`src/logic/lintmc_pkg.sv`:
```
// package: constants and state encoding for the lin transceiver mode controller
package lintmc_pkg;
   // clock rate and filter times (microseconds)
   localparam int CLK_MHZ = 40;
   localparam int T_ENABLE_US = 10;
   localparam int T_DISABLE_US = 10;
   localparam int T_WAKE_US = 50;
   localparam int T_LIN_WAKE_US = 50;
   // filter counts in clock cycles, least times rounded up
   localparam int N_ENABLE = T_ENABLE_US * CLK_MHZ;
   localparam int N_DISABLE = T_DISABLE_US * CLK_MHZ;
   localparam int N_WAKE = T_WAKE_US * CLK_MHZ;
   localparam int N_LIN_WAKE = T_LIN_WAKE_US * CLK_MHZ;
   localparam int CNT_W = 16;
   // values after reset
   localparam logic RST_PD_STRONG = 1'b0;
   localparam logic RST_WAKE_IND = 1'b0;
   // one-hot operating states
   typedef enum logic [3:0] {
      ST_UNPOWERED = 4'h1,
      ST_STANDBY = 4'h2,
      ST_NORMAL = 4'h4,
      ST_SLEEP = 4'h8
   } lintmc_state_t;
   // wake-up kind reported
   typedef enum logic [1:0] {
      WK_NONE = 2'h0,
      WK_BUS = 2'h1,
      WK_LOCAL = 2'h2
   } lintmc_wake_t;
endpackage

```
`src/logic/lintmc_filter.sv`:
```
// module: qualification counter, asserts done once level held for limit cycles
`timescale 1ns/1ps
module lintmc_filter #(
   parameter logic [15:0] LIMIT = 16'h0190
) (
   // clocking
   input wire logic clock,
   input wire logic nrst,
   input wire logic clkEn,
   // level under test and result
   input wire logic active,
   output logic done
);
   logic [15:0] cnt_ff;
   logic [15:0] nxt_cnt;
   wire atLimit = (cnt_ff >= LIMIT);
   // counter saturates so done stays high while the level holds
   assign nxt_cnt = !active ? 16'h0000 : (atLimit ? cnt_ff : cnt_ff + 16'h0001);
   assign done = atLimit;
   always_ff @(posedge clock or negedge nrst) begin
      if (!nrst)
         cnt_ff <= 16'h0000;
      else if (clkEn)
         cnt_ff <= nxt_cnt;
   end
endmodule

```
`src/logic/lintmc_top.sv`:
```
// module: operating-state controller of a single-wire lin transceiver
// Overview of operation
// - receive output low while bus dominant in normal
// - mode-select high requests normal; pulled low
// - local alert falling edge is wake source
// - transmit low sends dominant; switchable pull-down
// - regulator switch output controls external regulator
// - thermal shutdown disables the transmitter
// - four states from supply, mode, alert, bus
// - unpowered: all released, weak pull-down only
// - supply below reset level forces unpowered
// - standby: transceiver off, regulator switch on
// - power-up standby: receive released, pull-down weak
// - wake-up standby: receive output pulled low
// - bus wake weak, local wake strong pull-down
// - standby configuration fixed until mode-select high, later wakes ignored
// - normal after mode-select high past filter
// - sleep after mode-select low past filter
// - local wake: fall then low past filter
// - bus wake: dominant past filter, then rise
`timescale 1ns/1ps
module lintmc_top #(
   parameter int N_ENABLE = lintmc_pkg::N_ENABLE,
   parameter int N_DISABLE = lintmc_pkg::N_DISABLE,
   parameter int N_WAKE = lintmc_pkg::N_WAKE,
   parameter int N_LIN_WAKE = lintmc_pkg::N_LIN_WAKE
) (
   // clocking
   input wire logic clock,
   input wire logic nrst,
   input wire logic clkEn,
   // supply and protection monitors
   input wire logic batterySupplyOk,
   input wire logic thermalShutdown,
   // host pins
   input wire logic modeSelect,
   input wire logic txData,
   output logic rxDataOut,
   output logic rxDataOe,
   output logic txPullStrong,
   // local alert and bus
   input wire logic localAlert,
   input wire logic busDominant,
   output logic busDriveDominant,
   output logic busTermOn,
   // regulator switch and status
   output logic regulatorSwitchOut,
   output logic [3:0] opState,
   output logic [1:0] wakeKind
);
   lintmc_pkg::lintmc_state_t state_ff, nxt_state;
   lintmc_pkg::lintmc_wake_t wake_ff, nxt_wake;
   logic alertPrev_ff, busPrev_ff, wakeArmed_ff, txSeenHigh_ff, stbEnSeen_ff;
   logic enHeld, disHeld, alertHeld, busHeld, busHeldLat_ff;
   // one-hot state test, shared by decode and pin logic
   function automatic logic inState(input lintmc_pkg::lintmc_state_t cur,
      input lintmc_pkg::lintmc_state_t want);
      return cur == want;
   endfunction
   // local wake wins when both kinds qualify in the same cycle
   function automatic lintmc_pkg::lintmc_wake_t wakeSel(input logic isLocal);
      return isLocal ? lintmc_pkg::WK_LOCAL : lintmc_pkg::WK_BUS;
   endfunction
   // local wake arms on a falling edge and needs the low level to persist
   wire alertFall = alertPrev_ff & ~localAlert;
   wire nxt_wakeArmed = alertFall | (wakeArmed_ff & ~localAlert);
   lintmc_filter #(.LIMIT(16'(N_ENABLE))) uEn (
      .clock(clock), .nrst(nrst), .clkEn(clkEn), .active(modeSelect), .done(enHeld));
   lintmc_filter #(.LIMIT(16'(N_DISABLE))) uDis (
      .clock(clock), .nrst(nrst), .clkEn(clkEn), .active(~modeSelect), .done(disHeld));
   lintmc_filter #(.LIMIT(16'(N_WAKE))) uWake (
      .clock(clock), .nrst(nrst), .clkEn(clkEn), .active(wakeArmed_ff), .done(alertHeld));
   lintmc_filter #(.LIMIT(16'(N_LIN_WAKE))) uBus (
      .clock(clock), .nrst(nrst), .clkEn(clkEn), .active(busDominant), .done(busHeld));
   wire busRise = busPrev_ff & ~busDominant;
   wire busWake = busHeldLat_ff & busRise;
   wire localWake = alertHeld;
   // wakes count only in sleep or during the normal-to-sleep filter time
   wire inSleep = inState(state_ff, lintmc_pkg::ST_SLEEP);
   wire inDisFilt = inState(state_ff, lintmc_pkg::ST_NORMAL) & ~modeSelect;
   wire wakeWin = inSleep | inDisFilt;
   always_comb begin
      nxt_state = state_ff;
      nxt_wake = wake_ff;
      unique case (state_ff)
         lintmc_pkg::ST_UNPOWERED: begin
            nxt_state = lintmc_pkg::ST_STANDBY;
            nxt_wake = lintmc_pkg::WK_NONE;
         end
         lintmc_pkg::ST_STANDBY: begin
            if (enHeld)
               nxt_state = lintmc_pkg::ST_NORMAL;
         end
         lintmc_pkg::ST_NORMAL: begin
            if (wakeWin & (localWake | busWake)) begin
               nxt_state = lintmc_pkg::ST_STANDBY;
               nxt_wake = wakeSel(localWake);
            end else if (disHeld)
               nxt_state = lintmc_pkg::ST_SLEEP;
         end
         lintmc_pkg::ST_SLEEP: begin
            if (localWake | busWake) begin
               nxt_state = lintmc_pkg::ST_STANDBY;
               nxt_wake = wakeSel(localWake);
            end else if (enHeld) begin
               nxt_state = lintmc_pkg::ST_NORMAL;
               nxt_wake = lintmc_pkg::WK_NONE;
            end
         end
         default: nxt_state = lintmc_pkg::ST_UNPOWERED;
      endcase
      if (!batterySupplyOk) begin
         nxt_state = lintmc_pkg::ST_UNPOWERED;
         nxt_wake = lintmc_pkg::WK_NONE;
      end
   end
   // thermal recovery waits for a recessive transmit level to avoid oscillation
   wire nxt_txSeenHigh = thermalShutdown ? 1'b0 : (txSeenHigh_ff | txData);
   // host raising mode-select in standby releases the wake indication at once
   wire nxt_stbEnSeen = (nxt_state == lintmc_pkg::ST_STANDBY) & (stbEnSeen_ff | modeSelect);
   // dominant must outlast the filter; the latch keeps it until the rising edge
   wire nxt_busHeldLat = busDominant & (busHeld | busHeldLat_ff);
   // state and wake kind only move while the clock enable is high
   always_ff @(posedge clock or negedge nrst) begin
      if (!nrst)
         state_ff <= lintmc_pkg::ST_UNPOWERED;
      else if (clkEn)
         state_ff <= nxt_state;
   end
   always_ff @(posedge clock or negedge nrst) begin
      if (!nrst)
         wake_ff <= lintmc_pkg::WK_NONE;
      else if (clkEn)
         wake_ff <= nxt_wake;
   end
   // previous levels reset to the idle level so no false edge follows reset
   always_ff @(posedge clock or negedge nrst) begin
      if (!nrst)
         alertPrev_ff <= 1'b1;
      else if (clkEn)
         alertPrev_ff <= localAlert;
   end
   always_ff @(posedge clock or negedge nrst) begin
      if (!nrst)
         busPrev_ff <= 1'b0;
      else if (clkEn)
         busPrev_ff <= busDominant;
   end
   always_ff @(posedge clock or negedge nrst) begin
      if (!nrst)
         wakeArmed_ff <= 1'b0;
      else if (clkEn)
         wakeArmed_ff <= nxt_wakeArmed;
   end
   always_ff @(posedge clock or negedge nrst) begin
      if (!nrst)
         busHeldLat_ff <= 1'b0;
      else if (clkEn)
         busHeldLat_ff <= nxt_busHeldLat;
   end
   always_ff @(posedge clock or negedge nrst) begin
      if (!nrst)
         txSeenHigh_ff <= 1'b0;
      else if (clkEn)
         txSeenHigh_ff <= nxt_txSeenHigh;
   end
   always_ff @(posedge clock or negedge nrst) begin
      if (!nrst)
         stbEnSeen_ff <= 1'b0;
      else if (clkEn)
         stbEnSeen_ff <= nxt_stbEnSeen;
   end
   wire isStandby = inState(state_ff, lintmc_pkg::ST_STANDBY);
   wire isNormal = inState(state_ff, lintmc_pkg::ST_NORMAL);
   wire wakeInd = isStandby & (wake_ff != lintmc_pkg::WK_NONE) & ~stbEnSeen_ff;
   wire txEnable = isNormal & ~thermalShutdown & txSeenHigh_ff;
   // registered pin drives
   logic rxOe_ff, pdStrong_ff, drvDom_ff, term_ff, inh_ff;
   wire nxt_rxOe = (isNormal & busDominant) | wakeInd;
   wire nxt_pdStrong = wakeInd & (wake_ff == lintmc_pkg::WK_LOCAL);
   wire nxt_drvDom = txEnable & ~txData;
   wire nxt_term = isStandby | isNormal;
   wire nxt_inh = isStandby | isNormal;
   always_ff @(posedge clock or negedge nrst) begin
      if (!nrst)
         rxOe_ff <= 1'b0;
      else if (clkEn)
         rxOe_ff <= nxt_rxOe;
   end
   always_ff @(posedge clock or negedge nrst) begin
      if (!nrst)
         pdStrong_ff <= lintmc_pkg::RST_PD_STRONG;
      else if (clkEn)
         pdStrong_ff <= nxt_pdStrong;
   end
   always_ff @(posedge clock or negedge nrst) begin
      if (!nrst)
         drvDom_ff <= 1'b0;
      else if (clkEn)
         drvDom_ff <= nxt_drvDom;
   end
   always_ff @(posedge clock or negedge nrst) begin
      if (!nrst)
         term_ff <= 1'b0;
      else if (clkEn)
         term_ff <= nxt_term;
   end
   always_ff @(posedge clock or negedge nrst) begin
      if (!nrst)
         inh_ff <= 1'b0;
      else if (clkEn)
         inh_ff <= nxt_inh;
   end
   assign rxDataOut = 1'b0;
   assign rxDataOe = rxOe_ff;
   assign txPullStrong = pdStrong_ff;
   assign busDriveDominant = drvDom_ff;
   assign busTermOn = term_ff;
   assign regulatorSwitchOut = inh_ff;
   assign opState = state_ff;
   assign wakeKind = wake_ff;
endmodule

```
`config.mk`:
```
export PLATFORM = sky130hd
export DESIGN_NAME = lintmc_top
export DESIGN_NICKNAME = d
export VERILOG_FILES = /design/src/logic/lintmc_pkg.sv /design/src/logic/lintmc_filter.sv /design/src/logic/lintmc_top.sv
export SDC_FILE = /design/constraint.sdc
export NUM_CORES = 1
export LEC_CHECK = 0
export ABC_AREA = 1
export BUFFER_PORTS_ARGS = -buffer_cell sky130_fd_sc_hd__buf_4
export CAP_MARGIN = 10
export CORE_MARGIN = 2
export CORE_UTILIZATION = 25
export DETAILED_ROUTE_END_ITERATION = 16
export PLACE_DENSITY_LB_ADDON = 0.08
export SLEW_MARGIN = 10
export SYNTH_ARGS = -nofsm -noshare
export SYNTH_HDL_FRONTEND = slang
export SYNTH_SLANG_ARGS = --single-unit
```
`constraint.sdc`:
```
create_clock -name clock -period 1.27 [get_ports clock]
set_input_delay 0.1905 -clock clock [delete_from_list [all_inputs] [get_ports clock]]
set_output_delay 0.1905 -clock clock [all_outputs]
set_load 0.01 [all_outputs]
```
==> key figures <==
Timing
  – Final setup viols: 60
  – Final period utilization: 118%
  – Final Hold Viols: 0
  – Fmax: about 0.67 GHz
  – Slack of the critical path: -0.228 ns
  – Slew Limit Fails: 0
  – Clock Skew: 0.00391 ns
  – Tmin final: 1.50 ns
  – RSZ-0062 raised after global routing: yes

Yosys
  – Seq cells post-synth: 80
  – Post-Synth XOR/XNOR Area: around 2.7%
  – Adder-cell share of the synthesized area: around 2.4%
  – Register area share after synthesis: between 40% and 50%
  – Unique masters post-synth: 38
  – Number of synthesized flops with an enable pin: 0
  – Cells after Synth: just over 500
  – Post-synth top flop: dfrtp_1
  – Largest family of logic cells by synthesized area: simple AND/OR/NAND/NOR gates
  – Synth Area in Compound Gates: about 11%
  – Mapped Area: between 4000 and 5000 µm²
  – Post-Synth Simple-Gate Area: 26.8%
  – Yosys warning total: 0
  – Post-synth ARST share: between 90% and 100%
  – Avg Cell Area, Syn: between 8 and 9 µm²
  – Post-synthesis mux area share: 0%
  – Mapped Nets: around 530

Clock network
  – Clock Tree Root: clkbuf_16
  – Later-pin clock latency in the skew report: roughly 0.35 ns
  – CTS H-tree depth: 3
  – TritonCTS Buffers: 9
  – Clock-pin slew on the worst setup and hold paths: roughly 0.06 ns
  – TritonCTS clock tree: built
  – CTS Buffer Depth: 2
  – Sink Count: 80

Critical path
  – Reg2reg setup slack: -0.23 ns
  – Reg-to-reg startpoint: opState[0]$_DFFE_PN1P_
  – Startpoint Class: register
  – FF-to-FF path depth: 7
  – Worst Setup SP: opState[0]$_DFFE_PN1P_
  – Crit path capture: wakeKind[0]$_DFFE_PN0P_
  – RR Endpoint: wakeKind[0]$_DFFE_PN0P_
  – Critical path type: reg -> reg
  – Worst Setup End Kind: register
  – Critical Path RT: between 1.5 and 2 ns
  – CP arrival: between 1.5 and 2 ns
  – CP Max Fanout: 6

Status
  – Violated checks: setup timing
  – Status: finished, violations left

Floorplan
  – Die height: 134 µm
  – Die ar.: around 18000 µm²
  – I/O Pins: 21
  – Initial core utilization: roughly a quarter
  – Core ar.: 16600 µm²
  – Placement Rows: 47
  – Die W: 134 µm

Finish
  – Final #Nets: ~680
  – Layout cells sized above 1: between 40% and 50%
  – Final Cell Area: 6580 µm²
  – Area growth, synth to finish: 54.8%
  – Util after Layout: 39.7%
  – Non-Filler Instances: 886
  – Antenna cells: 0

Route
  – WL/cell: ~13 µm
  – Residual DRC: 0
  – Initial DRT Pass Iterations: 4
  – Via/cell ratio: roughly 4.4
  – Routed WL: ~11 mm
  – Antenna-violating nets left: 0
  – Detailed-route via count: 3858
  – DRT iter0 DRCs: about 200

Global routing
  – Vias in the first global route: around 3800
  – Busiest grt layer: met2
  – M2 GR Usage: around a fifth
  – Met1 Track Usage GR: between 10% and 20%
  – Initial antenna violation count: 0
  – GRT Total Usage: about an eighth
  – GR Util met3: between 3 and 4%
  – Largest net degree at the start of global routing: 81
  – Total congestion overflow: 0
  – Global-route wire length before repair: ~19 mm

Place
  – Hpwl dp: approximately 7.5 mm
  – GP Congestion: 0.817
  – Dpl cells: approximately 840
  – Placed Area: 5370 µm²
  – PortBufs: 19

Power and ir drop
  – Sw Share: between 20% and 30%
  – Switch Pwr: 1690 µW
  – Combinational group share of total power: 13.6%
  – PD cells: 1010 nW/µm²
  – Pleak: between 0.003 and 0.004 µW
  – Worst VDD drop: ~0.65 mV
  – Reg power frac: about two fifths
  – Internal power: approximately 5000 µW
  – Clock share of power: 45.3%

Hold path
  – Worst hold path class: in -> reg

Run
  – Max Cap Viol: 0
registers in the layout, indices dropped and copies added (netlist names), 2 cells and up:
name and cells:
uWake.cnt_ff 16, uEn.cnt_ff 16, uBus.cnt_ff 16, uDis.cnt_ff 16, wakeKind 2, opState 4
power by group through the flow:
stage	Combinational (µW)	Clock, µW	Sequential (µW)
2_1_floorplan	374	0	2780
3_3_place_gp	700	0	2770
3_5_place_dp	711	0	2780
4_1_cts	791	3130	2730
5_1_grt	1000	3220	2750
6_report	902	3010	2730
placed cells by master, fill, tap and decap left out, types with 8 or more instances in the layout:
master,n
buf_4,112
buf_6,28
clkbuf_16,9
dfrtp_1,75
inv_1,59
inv_2,17
nand2_1,75
nand2_2,28
nand2_4,10
nand3_1,32
nand3_2,14
nand4_1,13
nor2_1,29
nor2_2,20
nor2_4,19
o21ai_0,9
o21ai_1,8
o21ai_2,19
xor2_1,10
worst min path at each step:
stage	startpoint	end	slack, ns	cells past startpoint
finish	localAlert	alertPrev_ff$_DFFE_PN1P_	0.08	3
detailed placement	nrst	uEn.cnt_ff[10]$_DFFE_PN0P_	0.28	2
global route	batterySupplyOk	opState[0]$_DFFE_PN1P_	0.08	2
floorplan	nrst	busDriveDominant$_DFFE_PN0P_	-0.11	0
global placement	nrst	uEn.cnt_ff[6]$_DFFE_PN0P_	0.27	2
CTS	localAlert	alertPrev_ff$_DFFE_PN1P_	0.06	3
final cells by class:
type | count | area [µm²]
Multi-Input combinational cell | 343 | 2350
Timing Repair Buffer | 147 | 1280
Clock inverter | 6 | 108
Fill cell | 1714 | 10000
Clock buffer | 10 | 229
Tap cell | 220 | 275
Inverter | 80 | 328
Sequential cell | 80 | 2010
routing by layer:
metal | wire [µm] | vias to the layer above | share of wire [%]
met5 | 0 | - | 0
met4 | 167 | 0 | 1.5
met3 | 357 | 12 | 3.1
met2 | 5480 | 54 | 48
met1 | 5410 | 1854 | 47
li1 | - | 1938 | -
critical path, stage by stage (launching register included):
cell and delay [ns]:
dfstp_2 0.58, nor2_4 0.06, nand2_2 0.13, nand2_1 0.08, nor3_1 0.31, a21oi_4 0.07
nand3_1 0.11, nand2_1 0.06
synth_stat cells, types with 7 or more instances:
cell type  number  share of area [%]
inv_1          73                6.4
nand2_1       102                9.0
dfrtp_1        78                 46
ha_1            8                2.4
o21ai_0        19                2.2
nand2_2         8                1.2
o31ai_1         7                1.2
xor2_1         10                2.1
nor3_1          9                1.1
nand4_1        13                1.9
nand3_1        46                5.4
nor2_2          9                1.3
nor2_1         58                5.1
o21ai_2        11                2.3
a21oi_1         8               0.94
metrics by stage:
step                      hold WS [ns]  setup WS [ns]  power, µW  setup TNS, ns
after detailed placement         0.277         -0.154       3490          -6.67
after global placement           0.269         -0.187       3470          -6.15
after global routing            0.0771         -0.285       6970         -11.90
final                           0.0753         -0.228       6650          -4.76
after floorplan                 -0.105        -0.0665       3150         -0.154
after CTS                       0.0568         -0.138       6650          -3.59
logic make-up (layout without fill, tap and decap cells):
group | Yosys count | after routing
simple gates | 252 | 252
buf+inv | 94 | 243
flops | 80 | 80
compound gates | 69 | 69
xor+xnor | 13 | 13
fa+ha+maj | 8 | 8
other cells | 1 | 1
timing repair:
action | CTS | global route
endpoints found under the setup margin | 73 | 77
hold buffers | 1 | 0
gates resized for setup | 79 | 113
cloned | 1 | 0
pin swaps | 14 | 31
endpoints found under the hold margin | 78 | 0
buffers inserted | 14 | 14
Note: power is estimated with default switching activity, not from simulation.
